$ cat src/scc_pkg.sv
package scc_pkg;
  // Nominal frequency field encodings
  localparam logic [1:0] SCC_FREQ_18M432 = 2'h0;
  localparam logic [1:0] SCC_FREQ_24M576 = 2'h1;
  localparam logic [1:0] SCC_FREQ_27M000 = 2'h2;
  localparam logic [1:0] SCC_FREQ_RSVD = 2'h3;
  localparam logic [1:0] SCC_FREQ_RESET = 2'h0;
  // Input-clock periods between reset release and master clock start
  localparam int SCC_START_PERIODS = 1024;
  // Source decision time and its cycle count at 100 MHz
  localparam int SCC_CLK_PERIOD_NS = 10;
  localparam int SCC_DECIDE_MS = 10;
  localparam int SCC_DECIDE_CYC = (SCC_DECIDE_MS * 1000000) / SCC_CLK_PERIOD_NS;
  // Least wait before the first control-port start
  localparam int SCC_CTRL_WAIT_NS = 500;
  localparam int SCC_CTRL_WAIT_CYC = (SCC_CTRL_WAIT_NS + SCC_CLK_PERIOD_NS - 1) / SCC_CLK_PERIOD_NS;
  // Input-pin edges that count as a live applied clock
  localparam logic [3:0] SCC_EDGE_DETECT = 4'h8;
  // Serial audio frame window constant; unused, the rate measurement in scc_top counts 32 frames
  localparam logic [15:0] SCC_RATE_WINDOW = 16'h8000;
  typedef enum logic [1:0] {SCC_SRC_NONE, SCC_SRC_EXT, SCC_SRC_XTAL} scc_src_type;
  typedef enum logic [1:0] {SCC_RATE_32K, SCC_RATE_44K, SCC_RATE_48K, SCC_RATE_96K} scc_rate_type;
endpackage

$ cat src/scc_sync_if.sv
`timescale 1ns/1ns
interface scc_sync_if;
  logic [2:0] raw; // Async serial audio inputs
  logic [2:0] sync; // Resynchronised copies
  modport src (output raw, input sync);
  modport dst (input raw, output sync);
endinterface

$ cat src/scc_top.sv
`timescale 1ns/1ns
module scc_top
  import scc_pkg::*;
#(
  parameter int DECIDE_CYC = SCC_DECIDE_CYC // Shorten for simulation
)(
  input wire logic i_clock, // 100 MHz system clock
  input wire logic i_rst, // Async reset, high
  input wire logic i_ce, // Clock enable
  input wire logic i_master_clock_pin, // Clock pin level as input
  input wire logic i_crystal_in_pin, // Oscillator level (crystal)
  input wire logic i_sw_mode, // Software mode active
  input wire logic i_ctrl_wr, // Control port write strobe
  input wire logic [1:0] i_nominal_freq_select, // Frequency field write data
  input wire logic i_clock_out_enable, // Drive clock pin in crystal mode
  input wire logic i_clock_out_halve, // Halve driven clock
  input wire logic i_global_power_down, // Global power-down
  input wire logic i_sclk, // Serial bit clock
  input wire logic i_lrck, // Serial frame clock
  input wire logic i_sdin, // Serial data
  output logic o_master_clock_pin, // Clock pin output value
  output logic o_master_clock_oe, // Clock pin output enable
  output logic o_crystal_out_pin, // Oscillator driver output
  output logic [1:0] o_src, // Chosen source
  output logic o_src_valid, // Source decided
  output logic [1:0] o_freq_eff, // Effective frequency code
  output logic o_ctrl_ready, // Control port may start
  output logic [2:0] o_audio_sync, // Resynchronised sclk, lrck, sdin
  output logic [1:0] o_rate // Measured sample-rate class
);
  scc_src_type src_r;
  logic [1:0] freq_r;
  logic [23:0] decide_cnt_r;
  logic [3:0] edge_cnt_r;
  logic pin_d_r;
  logic [10:0] start_cnt_r;
  logic started_r;
  logic ref_d_r;
  logic div_r;
  logic clk_out_r;
  logic [5:0] wait_cnt_r;
  logic lr_d_r;
  logic [15:0] tick_r;
  logic [15:0] frames_r;
  logic [1:0] rate_r;
  scc_sync_if sif ();

  // Resynchronise serial inputs into the internal domain
  assign sif.raw = {i_sclk, i_lrck, i_sdin};
  scc_sync u_sync (
    .i_clock(i_clock),
    .i_rst(i_rst),
    .i_ce(i_ce),
    .bus(sif)
  );

  // Frequency field, written only via control port in software mode
  always_ff @(posedge i_clock or posedge i_rst) begin
    if (i_rst) begin
      freq_r <= SCC_FREQ_RESET;
    end else if (i_ce && i_ctrl_wr && i_sw_mode) begin
      freq_r <= i_nominal_freq_select;
    end
  end
  assign o_freq_eff = (freq_r == SCC_FREQ_RSVD) ? SCC_FREQ_18M432 : freq_r;

  // Count toggles on the clock pin during the decision window
  always_ff @(posedge i_clock or posedge i_rst) begin
    if (i_rst) begin
      pin_d_r <= 1'b0;
      edge_cnt_r <= 4'h0;
    end else if (i_ce) begin
      pin_d_r <= i_master_clock_pin;
      if (src_r == SCC_SRC_NONE && pin_d_r != i_master_clock_pin && edge_cnt_r != SCC_EDGE_DETECT)
        edge_cnt_r <= edge_cnt_r + 4'h1;
    end
  end

  // Source decision; a live pin clock wins, then held until reset
  always_ff @(posedge i_clock or posedge i_rst) begin
    if (i_rst) begin
      src_r <= SCC_SRC_NONE;
      decide_cnt_r <= 24'h0;
    end else if (i_ce && src_r == SCC_SRC_NONE) begin
      if (edge_cnt_r == SCC_EDGE_DETECT) begin
        src_r <= SCC_SRC_EXT;
      end else if (decide_cnt_r == 24'(DECIDE_CYC - 1)) begin
        src_r <= SCC_SRC_XTAL;
      end else begin
        decide_cnt_r <= decide_cnt_r + 24'h1;
      end
    end
  end
  assign o_src = src_r;
  assign o_src_valid = (src_r != SCC_SRC_NONE);

  // Oscillator driver off in reset; the crystal path only drives after choice
  assign o_crystal_out_pin = (src_r == SCC_SRC_XTAL) ? ~i_crystal_in_pin : 1'b0;

  // Count reference clock periods before driving the master clock
  always_ff @(posedge i_clock or posedge i_rst) begin
    if (i_rst) begin
      ref_d_r <= 1'b0;
      start_cnt_r <= 11'h0;
      started_r <= 1'b0;
    end else if (i_ce) begin
      ref_d_r <= i_crystal_in_pin;
      if (!started_r && i_crystal_in_pin && !ref_d_r) begin
        if (start_cnt_r == 11'(SCC_START_PERIODS - 1))
          started_r <= 1'b1;
        else
          start_cnt_r <= start_cnt_r + 11'h1;
      end
    end
  end

  // Output clock: optional halving on each reference rising edge
  always_ff @(posedge i_clock or posedge i_rst) begin
    if (i_rst) begin
      div_r <= 1'b0;
      clk_out_r <= 1'b0;
    end else if (i_ce) begin
      if (i_crystal_in_pin && !ref_d_r)
        div_r <= ~div_r;
      clk_out_r <= i_clock_out_halve ? div_r : ref_d_r;
    end
  end
  // Pin is only driven in crystal mode after the start delay
  assign o_master_clock_oe = (src_r == SCC_SRC_XTAL) && started_r && i_clock_out_enable;
  assign o_master_clock_pin = o_master_clock_oe ? clk_out_r : 1'b0;

  // Control port readiness after the least post-reset wait
  always_ff @(posedge i_clock or posedge i_rst) begin
    if (i_rst) begin
      wait_cnt_r <= 6'h0;
    end else if (i_ce && wait_cnt_r != 6'(SCC_CTRL_WAIT_CYC)) begin
      wait_cnt_r <= wait_cnt_r + 6'h1;
    end
  end
  assign o_ctrl_ready = (wait_cnt_r == 6'(SCC_CTRL_WAIT_CYC));
  assign o_audio_sync = sif.sync;

  // Sample-rate measurement: system ticks per fixed frame count
  always_ff @(posedge i_clock or posedge i_rst) begin
    if (i_rst) begin
      lr_d_r <= 1'b0;
      tick_r <= 16'h0;
      frames_r <= 16'h0;
      rate_r <= SCC_RATE_48K;
    end else if (i_ce && !i_global_power_down) begin
      lr_d_r <= sif.sync[1];
      tick_r <= tick_r + 16'h1;
      if (sif.sync[1] && !lr_d_r) begin
        frames_r <= frames_r + 16'h1;
        if (frames_r == 16'h001f) begin
          // 32 frames; tick count scales inversely with rate
          frames_r <= 16'h0;
          tick_r <= 16'h0;
          if (tick_r < 16'h2000) rate_r <= SCC_RATE_96K;
          else if (tick_r < 16'h3800) rate_r <= SCC_RATE_48K;
          else if (tick_r < 16'h4a00) rate_r <= SCC_RATE_44K;
          else rate_r <= SCC_RATE_32K;
        end
      end
    end
  end
  assign o_rate = rate_r;
endmodule

$ cat src/scc_sync.sv
`timescale 1ns/1ns
module scc_sync
  import scc_pkg::*;
(
  input wire logic i_clock, // System clock
  input wire logic i_rst, // Async reset, high
  input wire logic i_ce, // Clock enable
  scc_sync_if.dst bus // Raw in, sync out
);
  logic [2:0] meta_r;
  logic [2:0] sync_r;
  // Two flops; first stage read only by the second
  always_ff @(posedge i_clock or posedge i_rst) begin
    if (i_rst) begin
      meta_r <= 3'h0;
      sync_r <= 3'h0;
    end else if (i_ce) begin
      meta_r <= bus.raw;
      sync_r <= meta_r;
    end
  end
  assign bus.sync = sync_r;
endmodule

$ cat config.mk
export PLATFORM = sky130hd
export DESIGN_NAME = scc_top
export DESIGN_NICKNAME = d
export VERILOG_FILES = /design/src/scc_pkg.sv /design/src/scc_sync_if.sv /design/src/scc_top.sv /design/src/scc_sync.sv
export SDC_FILE = /design/constraint.sdc
export NUM_CORES = 1
export LEC_CHECK = 0
export BUFFER_PORTS_ARGS = -buffer_cell sky130_fd_sc_hd__buf_2
export CELL_PAD_IN_SITES_DETAIL_PLACEMENT = 1
export CELL_PAD_IN_SITES_GLOBAL_PLACEMENT = 1
export CORE_MARGIN = 1
export CORE_UTILIZATION = 52
export DETAILED_ROUTE_END_ITERATION = 16
export PLACE_DENSITY = 0.92
export SETUP_SLACK_MARGIN = 0.3
export SLEW_MARGIN = 30
export SYNTH_ARGS = -nofsm -noshare
export SYNTH_HDL_FRONTEND = slang
export SYNTH_SLANG_ARGS = --single-unit
$ cat constraint.sdc
create_clock -name i_clock -period 8.5 [get_ports i_clock]
set_input_delay 1.7 -clock i_clock [delete_from_list [all_inputs] [get_ports i_clock]]
set_output_delay 1.7 -clock i_clock [all_outputs]
set_load 0.02 [all_outputs]
==> metrics.txt <==
# TYPE chip_impl_metric gauge
chip_impl_metric{name="grt_antenna_before_repair",unit=""} 0
chip_impl_metric{name="synth_top_cell_area_share",unit=""} 0.515
chip_impl_metric{name="die-width",unit="microns"} 95.7
chip_impl_metric{name="finalClockSkew",unit="ns"} 0.0121
chip_impl_metric{name="port-buffer-count",unit=""} 28
chip_impl_metric{name="place_hpwl",unit="microns"} 7370
chip_impl_metric{name="synth.ff_latch_count",unit=""} 95
chip_impl_metric{name="grt_first_pass_wirelength",unit="microns"} 17700
chip_impl_metric{name="power.density",unit="mW/mm^2"} 198
chip_impl_metric{name="die_height",unit="microns"} 95.7
chip_impl_metric{name="starting_density_of_the_core",unit=""} 0.548
chip_impl_metric{name="max_slew_margin",unit=""} 0.513
chip_impl_info{name="setup.worst_path.end_class",value="output pin"} 1
chip_impl_metric{name="core-area",unit="sq mm"} 0.00834
chip_impl_metric{name="ant_nets",unit=""} 0
chip_impl_metric{name="crit_required",unit="ns"} 6.80
chip_impl_metric{name="post_drt_wl_per_cell",unit="microns"} 18.7
chip_impl_metric{name="via_per_inst",unit=""} 5.82
chip_impl_metric{name="syn_area_per_cell",unit="sq um"} 10.9
chip_impl_metric{name="row_count",unit=""} 33
chip_impl_info{name="worst_r2r_start",value="frames_r[0]$_DFFE_PP0P_"} 1
chip_impl_info{name="yosys.area.top_type",value="sky130_fd_sc_hd__dfrtp_1"} 1
chip_impl_info{name="ys_top_cells_by_area",value="sky130_fd_sc_hd__dfrtp_1 51%, sky130_fd_sc_hd__xor2_1 6.3%, sky130_fd_sc_hd__xnor2_1 5.9%"} 1
chip_impl_metric{name="leakage",unit="nW"} 2.32
chip_impl_info{name="critPathLaunch",value="i_clock_out_enable"} 1
chip_impl_metric{name="die_area",unit="sq mm"} 0.00917
chip_impl_metric{name="clkSlewWorstSetupHoldPaths",unit="ns"} 0.09
chip_impl_info{name="timing.setup.critical_path_class",value="input pin to output pin"} 1
chip_impl_metric{name="clock_tree.htree_level_count",unit=""} 3
chip_impl_metric{name="grt_max_degree",unit=""} 56
chip_impl_metric{name="n_antenna_cell",unit=""} 0
chip_impl_metric{name="final-setup-viol-count",unit=""} 0
chip_impl_metric{name="grt_overflow",unit=""} 0
chip_impl_metric{name="clock_path_buffers",unit=""} 2
chip_impl_metric{name="drc",unit=""} 0
chip_impl_metric{name="yosys_warnings",unit=""} 0
chip_impl_metric{name="synth_compound_gate_area_share",unit=""} 0.0353
chip_impl_metric{name="synthesis.nets",unit=""} 444
chip_impl_metric{name="synth-edff-count",unit=""} 0
chip_impl_metric{name="routed_wl",unit="microns"} 10500
chip_impl_metric{name="place.gp.congestion",unit=""} 0.760
chip_impl_metric{name="cts_num_sinks",unit=""} 95
chip_impl_metric{name="drtIter0Drc",unit=""} 118
chip_impl_info{name="cp-endpoint",value="o_master_clock_pin"} 1
chip_impl_info{name="synth_top_family_by_area",value="simple AND/OR/NAND/NOR gates"} 1
chip_impl_metric{name="tritoncts.num_buffers",unit=""} 9
chip_impl_metric{name="finalNetCount",unit=""} 475
chip_impl_info{name="rsz0062_at_grt",value="no"} 1
chip_impl_metric{name="setup-tns-final",unit="ns"} 0
chip_impl_info{name="clock_tree.root_cell",value="sky130_fd_sc_hd__clkbuf_8"} 1
chip_impl_info{name="outcome",value="finished clean"} 1
chip_impl_metric{name="post_cts_setup_repair_bufs",unit=""} 0
chip_impl_metric{name="n_fill_cell",unit=""} 891
chip_impl_metric{name="fmaxAchievable",unit="MHz"} 250
chip_impl_metric{name="boundaryPins",unit=""} 29
chip_impl_metric{name="post_synth_fa_ha_maj_area_fraction",unit=""} 0.0219
chip_impl_metric{name="timing.final.crit_period",unit="ns"} 4.00
chip_impl_metric{name="clk_latency",unit="ns"} 0.36
chip_impl_metric{name="multi_input_area",unit="sq mm"} 0.00206
chip_impl_metric{name="timing.final.hold_violations",unit=""} 0
chip_impl_metric{name="post_cts_hold_buffer_count",unit=""} 0
chip_impl_info{name="tritoncts_clock_tree",value="built"} 1
chip_impl_info{name="ys_dominant_reg_cell",value="sky130_fd_sc_hd__dfrtp_1"} 1
chip_impl_metric{name="worst-slew-pin-transition",unit="ns"} 0.731
chip_impl_metric{name="power",unit="mW"} 0.986
chip_impl_metric{name="seq_area_frac_synth",unit=""} 0.521
chip_impl_metric{name="first_pass_iters",unit=""} 4
chip_impl_info{name="rr_endpoint",value="frames_r[15]$_DFFE_PP0P_"} 1
chip_impl_metric{name="synth.cell_area",unit="sq mm"} 0.00457
chip_impl_metric{name="fin_util",unit=""} 0.596
chip_impl_metric{name="first_global_vias",unit=""} 3614
chip_impl_metric{name="syn-instance-count",unit=""} 421
chip_impl_metric{name="post_cts_resized",unit=""} 0
chip_impl_metric{name="layout.area.seq",unit="sq mm"} 0.00238
chip_impl_metric{name="postSynth.asyncResetShare",unit=""} 1.00
chip_impl_metric{name="area_delta_synth_final",unit="%"} 8.71
chip_impl_metric{name="synth.area.mux_share",unit=""} 0.0364
chip_impl_metric{name="report.final.slew_viol_count",unit=""} 0
chip_impl_metric{name="cap_viol_max_count",unit=""} 0
chip_impl_metric{name="routed-via-count",unit=""} 3267
chip_impl_metric{name="cp.arrival",unit="ns"} 2.30
chip_impl_metric{name="netlist-cell-type-count",unit=""} 52
chip_impl_info{name="worst_setup_path_start_kind",value="input pin"} 1
chip_impl_metric{name="min_period_over_period",unit=""} 0.470
chip_impl_metric{name="layout_setup_ws",unit="ns"} 4.50
chip_impl_metric{name="layout-drive-gt1-share",unit=""} 0.180
chip_impl_metric{name="track_usage",unit=""} 0.258
chip_impl_metric{name="worstRegToRegCells",unit=""} 6
chip_impl_metric{name="peakVddDrop",unit="mV"} 0.119
chip_impl_info{name="timing.hold.worst.class",value="register to register"} 1
chip_impl_metric{name="critPathMaxFanout",unit=""} 2
chip_impl_metric{name="synth_xor_area_frac",unit=""} 0.123
chip_impl_metric{name="worst-r2r-setup-slack",unit="ns"} 6.10
chip_impl_metric{name="synth-simple-area-share",unit=""} 0.234
chip_impl_metric{name="dpl_worst_slack",unit="ns"} 4.51
-- how the worst min path moves through the flow --
stage / startpoint / end / slack, ns / depth (start not counted)
after floorplan: start_cnt_r[5]$_DFFE_PP0P_ / start_cnt_r[5]$_DFFE_PP0P_ / 0.43 / 1
after global placement: start_cnt_r[7]$_DFFE_PP0P_ / start_cnt_r[7]$_DFFE_PP0P_ / 0.45 / 1
after detailed placement: div_r$_DFFE_PP0P_ / div_r$_DFFE_PP0P_ / 0.46 / 1
after CTS: div_r$_DFFE_PP0P_ / div_r$_DFFE_PP0P_ / 0.48 / 1
after global routing: div_r$_DFFE_PP0P_ / div_r$_DFFE_PP0P_ / 0.50 / 1
final: div_r$_DFFE_PP0P_ / div_r$_DFFE_PP0P_ / 0.48 / 1
-- cell usage in the layout (no fill, tap or decap), drive strengths merged, types with 2 or more instances in the layout --
master,count
nand2b,3
nor4,12
ha,8
mux2,13
and4,5
nor2,32
o21a,2
inv,22
nand4,21
clkbuf,10
xnor2,31
mux2i,2
and2,4
and3,3
nand3,20
clkinv,2
o21ai,14
nor3b,4
nand2,37
nor3,25
xor2,33
dfrtp,94
a21o,3
nor4b,3
or3,4
buf,29
nor2b,2
a21oi,6
or2,2
-- final cells by class --
class,instances,area share
clock inverter,5,0.00856
inverter,20,0.0154
clock buffer,10,0.0257
timing repair buffer,29,0.0297
multi-input combinational,297,0.415
tap,105,0.0264
sequential,95,0.479
-- synth_stat cells, types with 3 or more instances --
cell type and instances:
sky130_fd_sc_hd__a21oi_1 6, sky130_fd_sc_hd__and2_1 4, sky130_fd_sc_hd__and3_1 3, sky130_fd_sc_hd__and4_1 4, sky130_fd_sc_hd__buf_2 3, sky130_fd_sc_hd__buf_6 3
sky130_fd_sc_hd__dfrtp_1 94, sky130_fd_sc_hd__ha_1 8, sky130_fd_sc_hd__inv_1 20, sky130_fd_sc_hd__mux2_2 12, sky130_fd_sc_hd__nand2_1 37, sky130_fd_sc_hd__nand2b_1 3
sky130_fd_sc_hd__nand3_1 20, sky130_fd_sc_hd__nand4_1 19, sky130_fd_sc_hd__nor2_1 30, sky130_fd_sc_hd__nor3_1 22, sky130_fd_sc_hd__nor4_1 7, sky130_fd_sc_hd__nor4_2 4
sky130_fd_sc_hd__o21ai_0 13, sky130_fd_sc_hd__or3_1 3, sky130_fd_sc_hd__xnor2_1 31, sky130_fd_sc_hd__xor2_1 33
-- critical path, cell delays in order --
cell and delay [ns]:
sky130_fd_sc_hd__buf_2 0.07, sky130_fd_sc_hd__nand2_1 0.05, sky130_fd_sc_hd__nor3_1 0.17, sky130_fd_sc_hd__and2_1 0.15, sky130_fd_sc_hd__buf_2 0.15
-- logic make-up (layout without fill, tap and decap cells) --
logic type                 after synthesis  in the layout
AOI/OAI and AO/OA                       27             27
adders and majority gates                8              8
DFF                                     95             95
and+or+nand+nor                        183            183
xor gates and xnor gates                64             64
buffers and inverters                   29             64
muxes                                   15             15
-- metal layers --
metal / vias to the layer above / share of wire / global-route usage
li1: 1518 / - / -
met1: 1684 / 0.42 / 0.295
met2: 45 / 0.54 / 0.485
met3: 20 / 0.022 / 0.0419
met4: 0 / 0.021 / 0.0896
met5: - / 0 / 0
-- power breakdown --
part           switching [mW]  leakage [nW]  internal [mW]  total, mW
clock network           0.163        0.0837          0.109      0.272
registers              0.0695          1.21          0.508      0.577
logic                  0.0741          1.02         0.0627      0.137
total                   0.307          2.32          0.679      0.986
-- sequential cells by signal, indices dropped and copies added (netlist names), 2 cells and up --
signal,count
u_sync.bus.sync,3
o_src,2
freq_r,2
wait_cnt_r,6
decide_cnt_r,24
tick_r,16
u_sync.meta_r,3
o_rate,2
frames_r,16
start_cnt_r,11
edge_cnt_r,4
-- metrics by stage --
stage | instances | cell area [sq um] | hold WS (ns)
2_1_floorplan | 421 | 4570 | 0.434
3_3_place_gp | 546 | 4790 | 0.453
3_5_place_dp | 546 | 4800 | 0.464
4_1_cts | 561 | 4970 | 0.475
5_1_grt | 561 | 4970 | 0.498
6_report | 561 | 4970 | 0.477
No activity file was read; power rests on OpenSTA's default activity.
